<file path="config.mk">
export PLATFORM = sky130hd
export DESIGN_NAME = plrc_regs
export DESIGN_NICKNAME = d
export VERILOG_FILES = /design/src/plrc_pkg.sv /design/src/plrc_regs.sv
export SDC_FILE = /design/constraint.sdc
export NUM_CORES = 1
export LEC_CHECK = 0
export BUFFER_PORTS_ARGS = -buffer_cell sky130_fd_sc_hd__buf_2
export CELL_PAD_IN_SITES_DETAIL_PLACEMENT = 1
export CELL_PAD_IN_SITES_GLOBAL_PLACEMENT = 1
export CORE_UTILIZATION = 35
export CTS_CLUSTER_SIZE = 10
export DETAILED_ROUTE_END_ITERATION = 12
export PLACE_DENSITY = 0.9
export SKIP_LAST_GASP = 1
export SLEW_MARGIN = 20
export SYNTH_ARGS = -nofsm -noshare
export SYNTH_HDL_FRONTEND = slang
export SYNTH_SLANG_ARGS = --single-unit
</file>
<file path="constraint.sdc">
create_clock -name clk_sys -period 1.7 [get_ports clk_sys]
set_clock_uncertainty 0.05 [all_clocks]
set_input_delay 0.255 -clock clk_sys [delete_from_list [all_inputs] [get_ports clk_sys]]
set_output_delay 0.255 -clock clk_sys [all_outputs]
set_load 0.1 [all_outputs]
</file>
<file path="src/plrc_pkg.sv">
// Purpose: Constants for the link status and root-port control register group
// Assumes: 32-bit word registers at byte offsets on a plain strobe port
// Notes:   All registers reset to zero
package plrc_pkg;
    // Register byte offsets
    localparam logic [11:0] OFS_PHY_LINK  = 12'h144;
    localparam logic [11:0] OFS_ROOT_PORT = 12'h148;
    localparam logic [11:0] OFS_MSI_UPPER = 12'h14c;
    localparam logic [11:0] OFS_MSI_LOWER = 12'h150;
    // Link status field positions
    localparam int POS_RATE      = 0;
    localparam int POS_WIDTH     = 1;
    localparam int POS_LTSSM     = 3;
    localparam int POS_REVERSAL  = 9;
    localparam int POS_LINK_UP   = 11;
    localparam int POS_TGT_WIDTH = 16;
    localparam int POS_TGT_RATE  = 18;
    localparam int POS_AUTONOM   = 19;
    localparam int POS_CHANGE    = 20;
    // Root-port field positions
    localparam int POS_BRIDGE_EN = 0;
    localparam int POS_ERR_NE    = 16;
    localparam int POS_ERR_OVF   = 17;
    localparam int POS_INT_NE    = 18;
    localparam int POS_INT_OVF   = 19;
    // Window base field
    localparam int POS_MSI_BASE  = 12;
    localparam int MSI_BASE_W    = 20;
    // Reset value of every register
    localparam logic [31:0] RESET_WORD = 32'h0000_0000;
    // Link change request codes
    typedef enum logic [1:0] {
        CHG_NONE, CHG_WIDTH, CHG_SPEED, CHG_BOTH
    } plrc_change_type;
endpackage

</file>
<file path="src/plrc_regs.sv">
// Purpose: Link status, directed link change, root-port bridge control, MSI window
// Assumes: All inputs synchronous to clk_sys; queue status comes from outside
// Notes:   Read data appears the cycle after the read strobe only
//
// Overview of operation
// [RQ1] Bit 0 reads present link rate: 0 lower, 1 higher.
// [RQ2] Bits 2:1 read negotiated lane count: x1, x2, x4, x8.
// [RQ3] Bits 8:3 read training state as given by the link block.
// [RQ4] Bits 10:9 read lane reversal mode: none, 1:0, 3:0, 7:0.
// [RQ5] Bit 11 reads one only while link is in L0 and up.
// [RQ6] Writable target lane count at 17:16, used only for width changes.
// [RQ7] Writable target rate at bit 18, used only for speed changes.
// [RQ8] Writable bit 19 marks a change reliability-driven or autonomous.
// [RQ9] Bits 21:20 start a change: none, width, speed, both.
// [RQ10] Root-port register reads zero and ignores writes unless root port.
// [RQ11] Bridge enable bit 0 gates window forwarding; resets to zero.
// [RQ12] Hardware clears bridge enable when the link goes from up to down.
// [RQ13] Software sets bridge enable after enumeration, before window accesses.
// [RQ14] Bit 16 reads one while the error queue is not empty.
// [RQ15] Bit 17 sets on error message drop; cleared by writing one.
// [RQ16] Bit 18 reads one while the interrupt queue is not empty.
// [RQ17] Bit 19 sets on interrupt message drop; cleared by writing one.
// [RQ18] Upper MSI word writable; reads zero with 32-bit addressing.
// [RQ19] Writes into the 4 KB window at base 31:12 are interrupt messages.
// [RQ20] Only a single message vector is decoded.
// [RQ21] Both window base registers read zero in endpoint configuration.
// [RQ22] Reserved bits read zero and ignore writes.
//
// Our own choice: the address-and-strobe port.
module plrc_regs
    import plrc_pkg::*;
#(
    parameter bit ROOT_PORT = 1'b1,
    parameter bit MSI_64BIT = 1'b1
) (
    // Clock and reset
    input  wire logic        clk_sys,
    input  wire logic        srst,
    // Register port
    input  wire logic [11:0] reg_addr,
    input  wire logic [31:0] reg_wdata,
    input  wire logic        reg_wr,
    input  wire logic        reg_rd,
    output logic      [31:0] reg_rdata,
    // Link block status
    input  wire logic        link_rate,
    input  wire logic [1:0]  link_width,
    input  wire logic [5:0]  ltssm_state,
    input  wire logic [1:0]  lane_reversal,
    input  wire logic        link_up,
    // Directed link change request to the link block
    output logic [1:0]       change_target_width,
    output logic             change_target_rate,
    output logic             change_autonomous,
    output logic [1:0]       change_request,
    // Queue status from the message queues
    input  wire logic        err_queue_not_empty,
    input  wire logic        err_queue_drop,
    input  wire logic        int_queue_not_empty,
    input  wire logic        int_queue_drop,
    // Bridge forwarding and message window decode
    output logic             bridge_enable,
    input  wire logic        rx_memwr_valid,
    input  wire logic [63:0] rx_memwr_addr,
    output logic             rx_msi_hit
);

    typedef struct packed {
        logic [31:0] rdata;
        logic        link_up_q;
        logic [1:0]  tgt_width;
        logic        tgt_rate;
        logic        autonom;
        logic [1:0]  change;
        logic        bridge_en;
        logic        err_ovf;
        logic        int_ovf;
        logic [31:0] msi_upper;
        logic [MSI_BASE_W-1:0] msi_base;
        logic        msi_hit;
    } plrc_state_type;

    plrc_state_type state;
    plrc_state_type next_state;

    logic [31:0] phy_word;
    logic [31:0] rp_word;
    logic        wr_phy;
    logic        wr_rp;
    logic        upper_match;

    // Status fields compose the link word; reserved positions stay zero
    always_comb begin
        phy_word = 32'h0000_0000; // [RQ22]
        phy_word[POS_RATE] = link_rate; // [RQ1]
        phy_word[POS_WIDTH+:2] = link_width; // [RQ2]
        phy_word[POS_LTSSM+:6] = ltssm_state; // [RQ3]
        phy_word[POS_REVERSAL+:2] = lane_reversal; // [RQ4]
        phy_word[POS_LINK_UP] = link_up; // [RQ5]
        phy_word[POS_TGT_WIDTH+:2] = state.tgt_width;
        phy_word[POS_TGT_RATE] = state.tgt_rate;
        phy_word[POS_AUTONOM] = state.autonom;
        phy_word[POS_CHANGE+:2] = state.change;
        rp_word = 32'h0000_0000;
        if (ROOT_PORT) begin // [RQ10]
            rp_word[POS_BRIDGE_EN] = state.bridge_en;
            rp_word[POS_ERR_NE] = err_queue_not_empty; // [RQ14]
            rp_word[POS_ERR_OVF] = state.err_ovf;
            rp_word[POS_INT_NE] = int_queue_not_empty; // [RQ16]
            rp_word[POS_INT_OVF] = state.int_ovf;
        end
    end

    assign wr_phy = reg_wr && (reg_addr == OFS_PHY_LINK);
    assign wr_rp  = reg_wr && (reg_addr == OFS_ROOT_PORT) && ROOT_PORT; // [RQ10]
    // With 32-bit addressing the upper address bits must be zero to match
    assign upper_match = MSI_64BIT ? (rx_memwr_addr[63:32] == state.msi_upper)
                                   : (rx_memwr_addr[63:32] == 32'h0000_0000);

    always_comb begin
        next_state = state;
        next_state.link_up_q = link_up;
        next_state.rdata = 32'h0000_0000;
        if (reg_rd) begin
            case (reg_addr)
                OFS_PHY_LINK:  next_state.rdata = phy_word;
                OFS_ROOT_PORT: next_state.rdata = rp_word;
                OFS_MSI_UPPER: begin
                    if (ROOT_PORT && MSI_64BIT) begin // [RQ18] [RQ21]
                        next_state.rdata = state.msi_upper;
                    end
                end
                OFS_MSI_LOWER: begin
                    if (ROOT_PORT) begin // [RQ21]
                        next_state.rdata = {state.msi_base, 12'h000}; // [RQ19]
                    end
                end
                default: next_state.rdata = 32'h0000_0000;
            endcase
        end
        if (wr_phy) begin
            next_state.tgt_width = reg_wdata[POS_TGT_WIDTH+:2]; // [RQ6]
            next_state.tgt_rate  = reg_wdata[POS_TGT_RATE]; // [RQ7]
            next_state.autonom   = reg_wdata[POS_AUTONOM]; // [RQ8]
            next_state.change    = reg_wdata[POS_CHANGE+:2]; // [RQ9]
        end
        if (wr_rp) begin
            next_state.bridge_en = reg_wdata[POS_BRIDGE_EN]; // [RQ11] [RQ13]
            if (reg_wdata[POS_ERR_OVF]) begin
                next_state.err_ovf = 1'b0;
            end
            if (reg_wdata[POS_INT_OVF]) begin
                next_state.int_ovf = 1'b0;
            end
        end
        // Link loss wins over a software enable in the same cycle
        if (state.link_up_q && !link_up) begin
            next_state.bridge_en = 1'b0; // [RQ12]
        end
        // Set after clear so a drop during the clearing write is kept
        if (ROOT_PORT && err_queue_drop) begin
            next_state.err_ovf = 1'b1; // [RQ15]
        end
        if (ROOT_PORT && int_queue_drop) begin
            next_state.int_ovf = 1'b1; // [RQ17]
        end
        if (reg_wr && ROOT_PORT && MSI_64BIT && reg_addr == OFS_MSI_UPPER) begin
            next_state.msi_upper = reg_wdata; // [RQ18]
        end
        if (reg_wr && ROOT_PORT && reg_addr == OFS_MSI_LOWER) begin
            next_state.msi_base = reg_wdata[31:POS_MSI_BASE]; // [RQ19]
        end
        // One window, one vector: no table or multi-address decode
        next_state.msi_hit = ROOT_PORT && rx_memwr_valid && upper_match
            && (rx_memwr_addr[31:POS_MSI_BASE] == state.msi_base); // [RQ19] [RQ20]
    end

    always_ff @(posedge clk_sys) begin
        if (srst) begin
            state <= '0;
        end else begin
            state <= next_state;
        end
    end

    assign reg_rdata           = state.rdata;
    assign change_target_width = state.tgt_width;
    assign change_target_rate  = state.tgt_rate;
    assign change_autonomous   = state.autonom;
    assign change_request      = state.change;
    assign bridge_enable       = state.bridge_en;
    assign rx_msi_hit          = state.msi_hit;
endmodule

</file>
==> results of run 1 <==
-- path summary, 6_finish.rpt --
check / startpoint / end / slack [ps] / depth (start not counted)
worst max-delay path: state[51] / rx_msi_hit / 80 / 6
worst min-delay path: err_queue_drop / rp_word[17] / 110 / 2
worst max register to register: state[51] / rx_msi_hit / 80 / 6
worst min register to register: state[36] / state[36] / 420 / 2
-- worst max-delay path, stage by stage, from the launching register on --
cell and delay, ps:
dfxtp_2 340, xnor2_2 180, nand4_1 130, nor4_2 280
buf_4 150, nand4_1 100, nor4_2 290
-- registers in the layout, summed over array words and instances, names as in the netlist --
| signal | flops |
|---|---|
| change_request | 2 |
| change_target_rate | 1 |
| change_target_width | 2 |
| bridge_enable | 1 |
| state | 53 |
| change_autonomous | 1 |
| rp_word | 2 |
| reg_rdata | 32 |
| rx_msi_hit | 1 |
-- metrics by stage --
step / instances / setup TNS, ps / power (uW) / util [%]
after floorplan: 497 / 0 / 2420 / -
after global placement: 787 / -206 / 2630 / 43.0
after detailed placement: 787 / -3120 / 2640 / 43.0
after CTS: 803 / -14.4 / 4810 / 45.9
after global routing: 802 / -86.8 / 4910 / 46.3
final: 802 / 0 / 4760 / 46.3
-- synthesized netlist by cell type, types with 2 or more instances --
cell type	count
buf_6	3
nor2b_1	7
o22ai_1	2
o21ba_2	2
a21oi_1	54
a22oi_1	6
nor3_1	2
buf_4	38
a22o_1	15
mux2_2	2
clkbuf_1	8
nor2_1	32
nor4_1	8
o22a_1	3
a21boi_0	2
or2_2	2
xnor2_1	23
nand2_1	106
dfxtp_1	95
buf_2	12
mux2i_1	23
xor2_1	23
inv_1	7
nand4_1	9
-- power groups by stage --
stage | logic, uW | registers [uW] | clock network [uW]
after global routing | 390 | 2230 | 2290
after floorplan | 135 | 2280 | 0
after global placement | 345 | 2280 | 0
after detailed placement | 355 | 2280 | 0
final | 362 | 2230 | 2170
after CTS | 362 | 2230 | 2210
-- cell type report --
class                   count  area (um2)
flip-flops and latches     95        1920
well taps                 168         210
fillers                  1448        6480
repair buffers            182        1040
multi-input cells         334        2060
inverters                   7        26.3
clock inverters             7        97.6
clock buffers               9         225
-- cell families (layout without fill, tap and decap cells) --
family,count (synthesis),in the layout
AND/OR/NAND/NOR,174,174
flip-flops,95,95
AO/OA/AOI/OAI,89,89
buffers and inverters,68,205
XOR/XNOR,46,46
multiplexers,25,25
-- metal layers --
layer  part of all wire (%)  global-route usage, %  vias up
met5                      0                      0        -
met4                    2.5                   9.82        0
met3                    4.2                   4.02       26
met2                     51                   41.1      138
met1                     43                   26.1     1882
li1                       -                      -     1894
-- what timing repair did --
item                                    in CTS  in global routing
endpoints found under the setup margin       1                  1
setup buffers                                0                  0
resized for setup                            5                 19
hold endpoints to repair                     0                  0
pin swaps                                    4                  7
==> metrics.md, run 1 <==
| Metric | Value |
|---|---|
| Outcome | `finished clean` |
| Slew Viols, Final | `0` |
| Sequential element share of the synthesized area | `a little over two fifths` |
| Cts hold-fix bufs | `0` |
| Max Fclk | `between 600 and 700 MHz` |
| Core area | `between 10000 and 15000 um2` |
| Via density | `a little under 5` |
| Primary FF master, synth | `dfxtp_1` |
| Die area | `approximately 13000 um2` |
| Die width | `~110 um` |
| Async set-reset flop share out of synthesis | `0%` |
| Dpl hpwl | `~11000 um` |
| Max cap viols | `0` |
| Antenna violations before repair | `0` |
| Gr usage total | `22.7%` |
| DRC Markers | `0` |
| Mapped cell area | `between 4000 and 5000 um2` |
| Vias post-DR | `slightly below 4k` |
| Max_slew headroom | `approximately 66%` |
| CP Class | `reg2reg` |
| Yosys reg bits | `95` |
| Crit path DAT | `1820 ps` |
| Vias in the first global route | `4292` |
| Synthesized Nets | `around 630` |
| I/O pins | `~170` |
| GR Overflow Total | `0` |
| Reg clk slew, reported paths | `approximately 70 ps` |
| Switching Power | `around 1100 uW` |
| Htree depth | `3` |
| Post-synth top area share | `a little over two fifths` |
| Minimum clock period | `between 1500 and 2000 ps` |
| Commonest non-fill, non-tap cell in the layout | `buf_2` |
| Comb pwr share | `under 10%` |
| Top area cells in the synthesized netlist | `dfxtp_1, nand2_1, buf_4, a21oi_1, mux2i_1` |
| Clock Path Buffers | `2` |
| Largest net degree at the start of global routing | `63` |
| Final Cycle Share | `95.1%` |
| Initial DRC count | `roughly 220` |
| Post-Route WL | `between 10000 and 15000 um` |
| Yosys cell types | `37` |
| Unrepaired setup endpoints after global routing | `true` |
| Routability cong. | `about 0.84` |
| Pwr Density | `852 nW/um2` |
| Pint | `3700 uW` |
| Worst min path class | `in2reg` |
| First-pass GRT wire length | `~22000 um` |
| Layout Nets | `758` |
| CTS tree | `yes` |
| Post-synthesis mux area share | `5.83%` |
| Share of layout cells above drive strength 1 | `36.6%` |
| Cell area after layout | `5580 um2` |
| Compound-Gate Fraction of Synth Area | `between 10% and 20%` |
| Post-Syn Area per Cell | `roughly 8.7 um2` |
| Number of synthesized flops with an enable pin | `0` |
| Worst vdd ir | `0.377 mV` |
| Avg WL per Cell | `~18 um` |
| Switching Fraction | `about 22%` |
| CTS sink cnt | `95` |
| First-pass DRT Iterations | `4` |
| Main combinational cell family by area after synthesis | `simple AND/OR/NAND/NOR gates` |
| Row count | `40` |
| Reg power frac | `a little under half` |
| Final count of hold timing violations | `0` |
| Post-DRT Antenna Nets | `0` |
| Post-synthesis adder-cell area fraction | `0%` |
| CTS Buf Count | `9` |
| Setup crit end kind | `register` |
| Pleak | `roughly 0.0023 uW` |
| Clock power frac | `a little under half` |
| Number of inserted diodes | `0` |
| Worst hold-check slack | `roughly 110 ps` |
| Port buffer count | `156` |
| CTS root buffer | `clkbuf_16` |
| Post-Synth XOR/XNOR Area | `roughly 9.3%` |
| Data required, critical path | `1900 ps` |
| Post-DP Area | `about 5200 um2` |
| Commonest non-fill, non-tap cells in the layout | `buf_2, nand2_1, dfxtp_1, a21oi_1, nor2_1` |
| CP max FO | `3` |
| Place WS | `-169 ps` |
| Die H | `~110 um` |
| Clk Latency, worst-skew pair | `between 300 and 400 ps` |
| Yosys warns | `0` |
| Post-Synth Simple-Gate Area | `a little under a fifth` |
| Mapped Cells | `497` |
| Final setup viols | `0` |
| Slack of the critical path | `around 83 ps` |
| Tightest Pin Transition | `about 520 ps` |
| Startpoint Class | `register` |
| Post-synth top area cell | `dfxtp_1` |
| Area delta synth->final | `28.8%` |
| Starting Density | `between 30 and 40%` |
(Power assumes the default switching activity.)
==> run 2, diff against run 1 <==
--- a/config.mk
+++ b/config.mk
@@ -11,6 +11,7 @@
 export CORE_UTILIZATION = 35
 export CTS_CLUSTER_SIZE = 10
 export DETAILED_ROUTE_END_ITERATION = 12
+export GPL_TIMING_DRIVEN = 0
 export PLACE_DENSITY = 0.9
 export SKIP_LAST_GASP = 1
 export SLEW_MARGIN = 20
==> run 2 against run 1 <==
Effect of this change: critical path depth is 1 lower; register-to-register slack worse by 50 ps; total power is 1.2% higher; clock power is 2% higher; maximum frequency is 3.0% lower; design area is 2.0% higher; utilization is 0.93 points higher; critical path type unchanged; critical endpoint unchanged.
==> metrics.md, run 2 (synthesis gave the netlist of run 1 again) <==
| Metric | Value |
|---|---|
| Outcome | `finished clean` |
| CTS Buf Count | `9` |
| Clock Path Buffers | `2` |
| CP max FO | `3` |
| Max cap viols | `0` |
| Reg area | `approximately 1900 um2` |
| Fillers | `1474` |
| Core area | `12100 um2` |
| Max FFs per register | `53` |
| Number of inserted diodes | `0` |
| Tightest Pin Transition | `between 600 and 700 ps` |
| Largest net degree at the start of global routing | `17` |
| Minimum clock period | `about 1700 ps` |
| Gr usage total | `around a quarter` |
| GR Overflow Total | `0` |
| Avg WL per Cell | `between 15 and 20 um` |
| Max_slew headroom | `between 50% and 60%` |
| Biggest register | `state` |
| Via density | `around 4.9` |
| DRC Markers | `0` |
| Starting Density | `35.9%` |
| Worst vdd ir | `about 0.43 mV` |
| Place WS | `-292 ps` |
| Crit path buffers/inverters | `0` |
| CTS root buffer | `clkbuf_16` |
| CTS tree | `yes` |
| Worst min path class | `in2reg` |
| Max Fclk | `between 500 and 600 MHz` |
| Startpoint Class | `register` |
| Setup crit end kind | `register` |
| Commonest non-fill, non-tap cell in the layout | `buf_2` |
| Die width | `between 100 and 150 um` |
| Post-DRT Antenna Nets | `0` |
| Vias post-DR | `between 4k and 5k` |
| Post-Route WL | `approximately 15000 um` |
| First-pass GRT wire length | `approximately 23000 um` |
| Htree depth | `3` |
| Pwr Density | `between 800 and 900 nW/um2` |
| Unrepaired setup endpoints after global routing | `true` |
| Dpl hpwl | `roughly 12000 um` |
| Slew Viols, Final | `0` |
| Delay-heaviest family, CP | `simple AND/OR/NAND/NOR gates` |
| Crit path DAT | `between 1500 and 2000 ps` |
| Routability cong. | `around 0.86` |
| Area delta synth->final | `31.4%` |
| Worst hold-check slack | `roughly 95 ps` |
| Setup Buffers After CTS | `0` |
| CTS sink cnt | `95` |
| Initial DRC count | `between 150 and 200` |
| Slowest CP cell | `dfxtp_2` |
| Commonest non-fill, non-tap cells in the layout | `buf_2, nand2_1, dfxtp_1, a21oi_1, buf_4` |
| Total power | `approximately 4800 uW` |
| CP Class | `reg2reg` |
| Pleak | `about 0.0025 uW` |
| Most used cell, CP | `nand4_1` |
| Share of layout cells above drive strength 1 | `a little over a third` |
| Data required, critical path | `~1900 ps` |
| Antenna violations before repair | `0` |
| Multi-input gate area | `2040 um2` |
| Row count | `40` |
| Final count of hold timing violations | `0` |
| Reg clk slew, reported paths | `about 60 ps` |
| CP cell instances | `xnor2_2 -> nand4_1 -> nor4_4 -> nand4_1 -> nor4_1` |
| Die area | `between 10000 and 15000 um2` |
| Post-DP Area | `between 5000 and 6000 um2` |
| Clk Latency, worst-skew pair | `approximately 340 ps` |
| CP max stage delay | `350 ps` |
| Vias in the first global route | `4406` |
| Port buffer count | `~160` |
| Final setup viols | `0` |
| Cell area after layout | `roughly 5700 um2` |
| Layout Nets | `about 790` |
| I/O pins | `169` |
| First-pass DRT Iterations | `4` |
| Die H | `roughly 110 um` |
| Slack of the critical path | `32.9 ps` |
| Final Cycle Share | `between 90% and 100%` |
| Cts hold-fix bufs | `0` |
-- run 2: cell count changes in the layout (fill, tap and decap cells not counted), moves of 3 or more --
cell / delta
buf_12: -5
buf_2: +11
buf_4: +17
buf_6: +3
clkbuf_1: +8
clkinvlp_4: -5
dfxtp_1: +11
dfxtp_2: -9
xnor2_1: +4
xnor2_2: -4
-- run 2: final cells by class --
| class | instances | share of cell area, % |
|---|---|---|
| sequential | 95 | 33.4 |
| clock inverter | 6 | 1.60 |
| timing repair buffer | 155 | 13.6 |
| clock buffer | 10 | 4.20 |
| tap | 168 | 3.69 |
| inverter | 7 | 0.461 |
| buffer | 61 | 7.18 |
| multi-input combinational | 334 | 35.8 |
-- run 2: routing by layer --
layer  part of all wire [%]  vias to the layer above  track usage, %
li1                       -                     1964               -
met1                     40                     1961            26.9
met2                     50                      163            42.7
met3                    7.1                       27            4.50
met4                    2.6                        0            10.4
met5                      0                        -               0
-- run 2: power breakdown --
part	total (uW)	leakage [uW]	switching, uW	internal (uW)
Combinational	361	0.00156	192	169
Clock	2220	0.000163	883	1340
Sequential	2230	0.000767	2.46	2230
Total	4810	0.00249	1080	3740
-- run 2: worst paths after layout --
kind | startpoint | end | slack, ps | cells past startpoint
setup / recovery | state[21] | rx_msi_hit | 30 | 5
setup reg to reg | state[21] | rx_msi_hit | 30 | 5
hold reg to reg | state[46] | state[46] | 430 | 2
hold / removal | err_queue_drop | rp_word[17] | 100 | 2
-- run 2: what timing repair did --
item / CTS / global route
pin swaps: 2 / 0
resized for setup: 6 / 3
setup endpoints to repair: 1 / 11
-- run 2: metrics by stage --
stage	TNS, ps	std cells	utilization (%)
after global routing	-94.2	836	47.2
after floorplan	0	497	-
after CTS	0	836	47.2
after detailed placement	-8140	820	44.1
after global placement	-6020	820	44.1
final	0	836	47.2
==> run 3, diff against run 2 <==
--- a/config.mk
+++ b/config.mk
@@ -6,12 +6,13 @@
 export NUM_CORES = 1
 export LEC_CHECK = 0
 export BUFFER_PORTS_ARGS = -buffer_cell sky130_fd_sc_hd__buf_2
-export CELL_PAD_IN_SITES_DETAIL_PLACEMENT = 1
-export CELL_PAD_IN_SITES_GLOBAL_PLACEMENT = 1
-export CORE_UTILIZATION = 35
+export CELL_PAD_IN_SITES_DETAIL_PLACEMENT = 2
+export CELL_PAD_IN_SITES_GLOBAL_PLACEMENT = 2
+export CORE_UTILIZATION = 27
 export CTS_CLUSTER_SIZE = 10
 export DETAILED_ROUTE_END_ITERATION = 12
 export GPL_TIMING_DRIVEN = 0
+export HOLD_SLACK_MARGIN = 0.05
 export PLACE_DENSITY = 0.9
 export SKIP_LAST_GASP = 1
 export SLEW_MARGIN = 20
==> run 3 against run 2 <==
Effect of this change: design area increased by 2.0%; register-to-register slack got worse by 30 ps; first-iteration DRC count fell by 20%; cell count rose by 5.3%; critical path depth fell by 1; non-clock buffer count increased by 1; worst hold slack worse by 6.4 ps; die area up 29%.
==> metrics.md, run 3 (synthesis gave the netlist of run 1 again) <==
| Metric | Value |
|---|---|
| Outcome | `finished clean` |
| Startpoint Class | `register` |
| Pwr Density | `827 nW/um2` |
| Unrepaired setup endpoints after global routing | `true` |
| Avg WL per Cell | `a little under 20 um` |
| R2r endpoint | `rx_msi_hit` |
| Commonest non-fill, non-tap cells in the layout | `buf_2, nand2_1, dfxtp_1, a21oi_1, buf_4` |
| CTS root buffer | `clkbuf_16` |
| Max cap viols | `0` |
| Commonest non-fill, non-tap cell in the layout | `buf_2` |
| Worst vdd ir | `roughly 0.51 mV` |
| CTS sink cnt | `95` |
| I/O pins | `around 170` |
| Worst reg2reg setup slack | `between 2 and 3 ps` |
| RR Startpoint | `state[35]` |
| Die H | `129 um` |
| Die width | `between 100 and 150 um` |
| Crit. Startpoint | `state[35]` |
| Crit path DAT | `about 1900 ps` |
| Post-DP Area | `between 5000 and 6000 um2` |
| Layout Cells excl Fill | `880` |
| Max_slew headroom | `between 50 and 60%` |
| CTS Buf Count | `9` |
| Slew Viols, Final | `0` |
| CP max FO | `3` |
| Biggest register | `state` |
| Max Fclk | `between 500 and 600 MHz` |
| DRC Markers | `0` |
| Worst r2r path cells | `4` |
| Port buffer count | `roughly 160` |
| Row count | `45` |
| Tightest Pin Transition | `a little over 700 ps` |
| Hold Crit Start | `int_queue_drop` |
| Clk Latency, worst-skew pair | `between 300 and 400 ps` |
| GR Overflow Total | `0` |
| Cell area after layout | `between 5000 and 6000 um2` |
| Final Cycle Share | `roughly 100%` |
| Dpl hpwl | `~13000 um` |
| Layout Nets | `793` |
| First-pass DRT Iterations | `4` |
| Share of layout cells above drive strength 1 | `a little under two fifths` |
| Starting Density | `roughly 28%` |
| Placed cells | `roughly 860` |
| Post-DRT Antenna Nets | `0` |
| Die area | `around 17000 um2` |
| Vias post-DR | `between 4k and 5k` |
| Hold Path Depth | `2` |
| Post-route setup TNS | `0 ps` |
| Final core utilization | `between 30% and 40%` |
| Gr usage total | `21.5%` |
| Routability cong. | `~0.8` |
| CP Class | `reg2reg` |
| Worst min path class | `in2reg` |
| Core area | `15400 um2` |
| Clock Path Buffers | `2` |
| Antenna violations before repair | `2` |
| Data required, critical path | `around 1900 ps` |
| CTS tree | `yes` |
| Max FFs per register | `53` |
| Hold endpoint | `rp_word[19]` |
| Final count of hold timing violations | `0` |
| Final setup viols | `0` |
| Post-Route WL | `between 15000 and 20000 um` |
| Initial DRC count | `between 150 and 200` |
| Largest net degree at the start of global routing | `16` |
| Minimum clock period | `1700 ps` |
| Pleak | `0.00250 uW` |
| Htree depth | `3` |
| Reg clk slew, reported paths | `roughly 70 ps` |
| Via density | `approximately 4.7` |
| Area delta synth->final | `34.0%` |
| Vias in the first global route | `~4.7k` |
| First-pass GRT wire length | `around 26000 um` |
| Setup crit end kind | `register` |
| Total power | `around 4800 uW` |
## run 3: how the worst max path moves through the flow
| stage | end | slack (ps) |
|---|---|---|
| finish | rx_msi_hit | 3 |
| floorplan | reg_rdata[0] | 180 |
| detailed placement | reg_rdata[22] | -340 |
| CTS | rx_msi_hit | 6 |
| global route | rx_msi_hit | -50 |
| global placement | reg_rdata[22] | -290 |
## run 3: where the power goes
group          switching (uW)  total (uW)  internal, uW
clock network             916        2200          1280
registers                2.09        2230          2230
logic                     206         380           174
## run 3: critical path: stages, from the launching register on
cell and delay [ps]:
dfxtp_1 360, xor2_1 170, nor4_1 500, nand4_1 200, nor4_2 320
## run 3: cell type report
class / instances / area [um2]
Fill cell: 1793 / 9620
Multi-Input combinational cell: 334 / 2100
Sequential cell: 95 / 1910
Timing Repair Buffer: 156 / 783
Buffer: 61 / 409
Tap cell: 211 / 264
Clock buffer: 9 / 225
Clock inverter: 6 / 86.3
Inverter: 7 / 26.3
Antenna cell: 1 / 2.50
## run 3: layer usage
metal  track usage [%]  share of wire [%]  vias to the layer above
met5                 0              0.064                        -
met4              9.13                3.0                        2
met3              4.37                5.2                       35
met2              38.8                 50                      129
met1              24.4                 42                     2041
li1                  -                  -                     1967
## run 3: stage by stage
stage          hold slack (ps)  setup WS, ps
3_5_place_dp               419          -343
6_report                  89.0          2.99
5_1_grt                   91.1         -53.3
2_1_floorplan              284           177
4_1_cts                   77.6          5.90
3_3_place_gp               408          -291
## run 3: repair_timing
action | in CTS | in global routing
resized for setup | 5 | 18
setup buffers | 0 | 1
hold buffers | 0 | 0
endpoints found under the setup margin | 1 | 11
pin swaps | 4 | 9
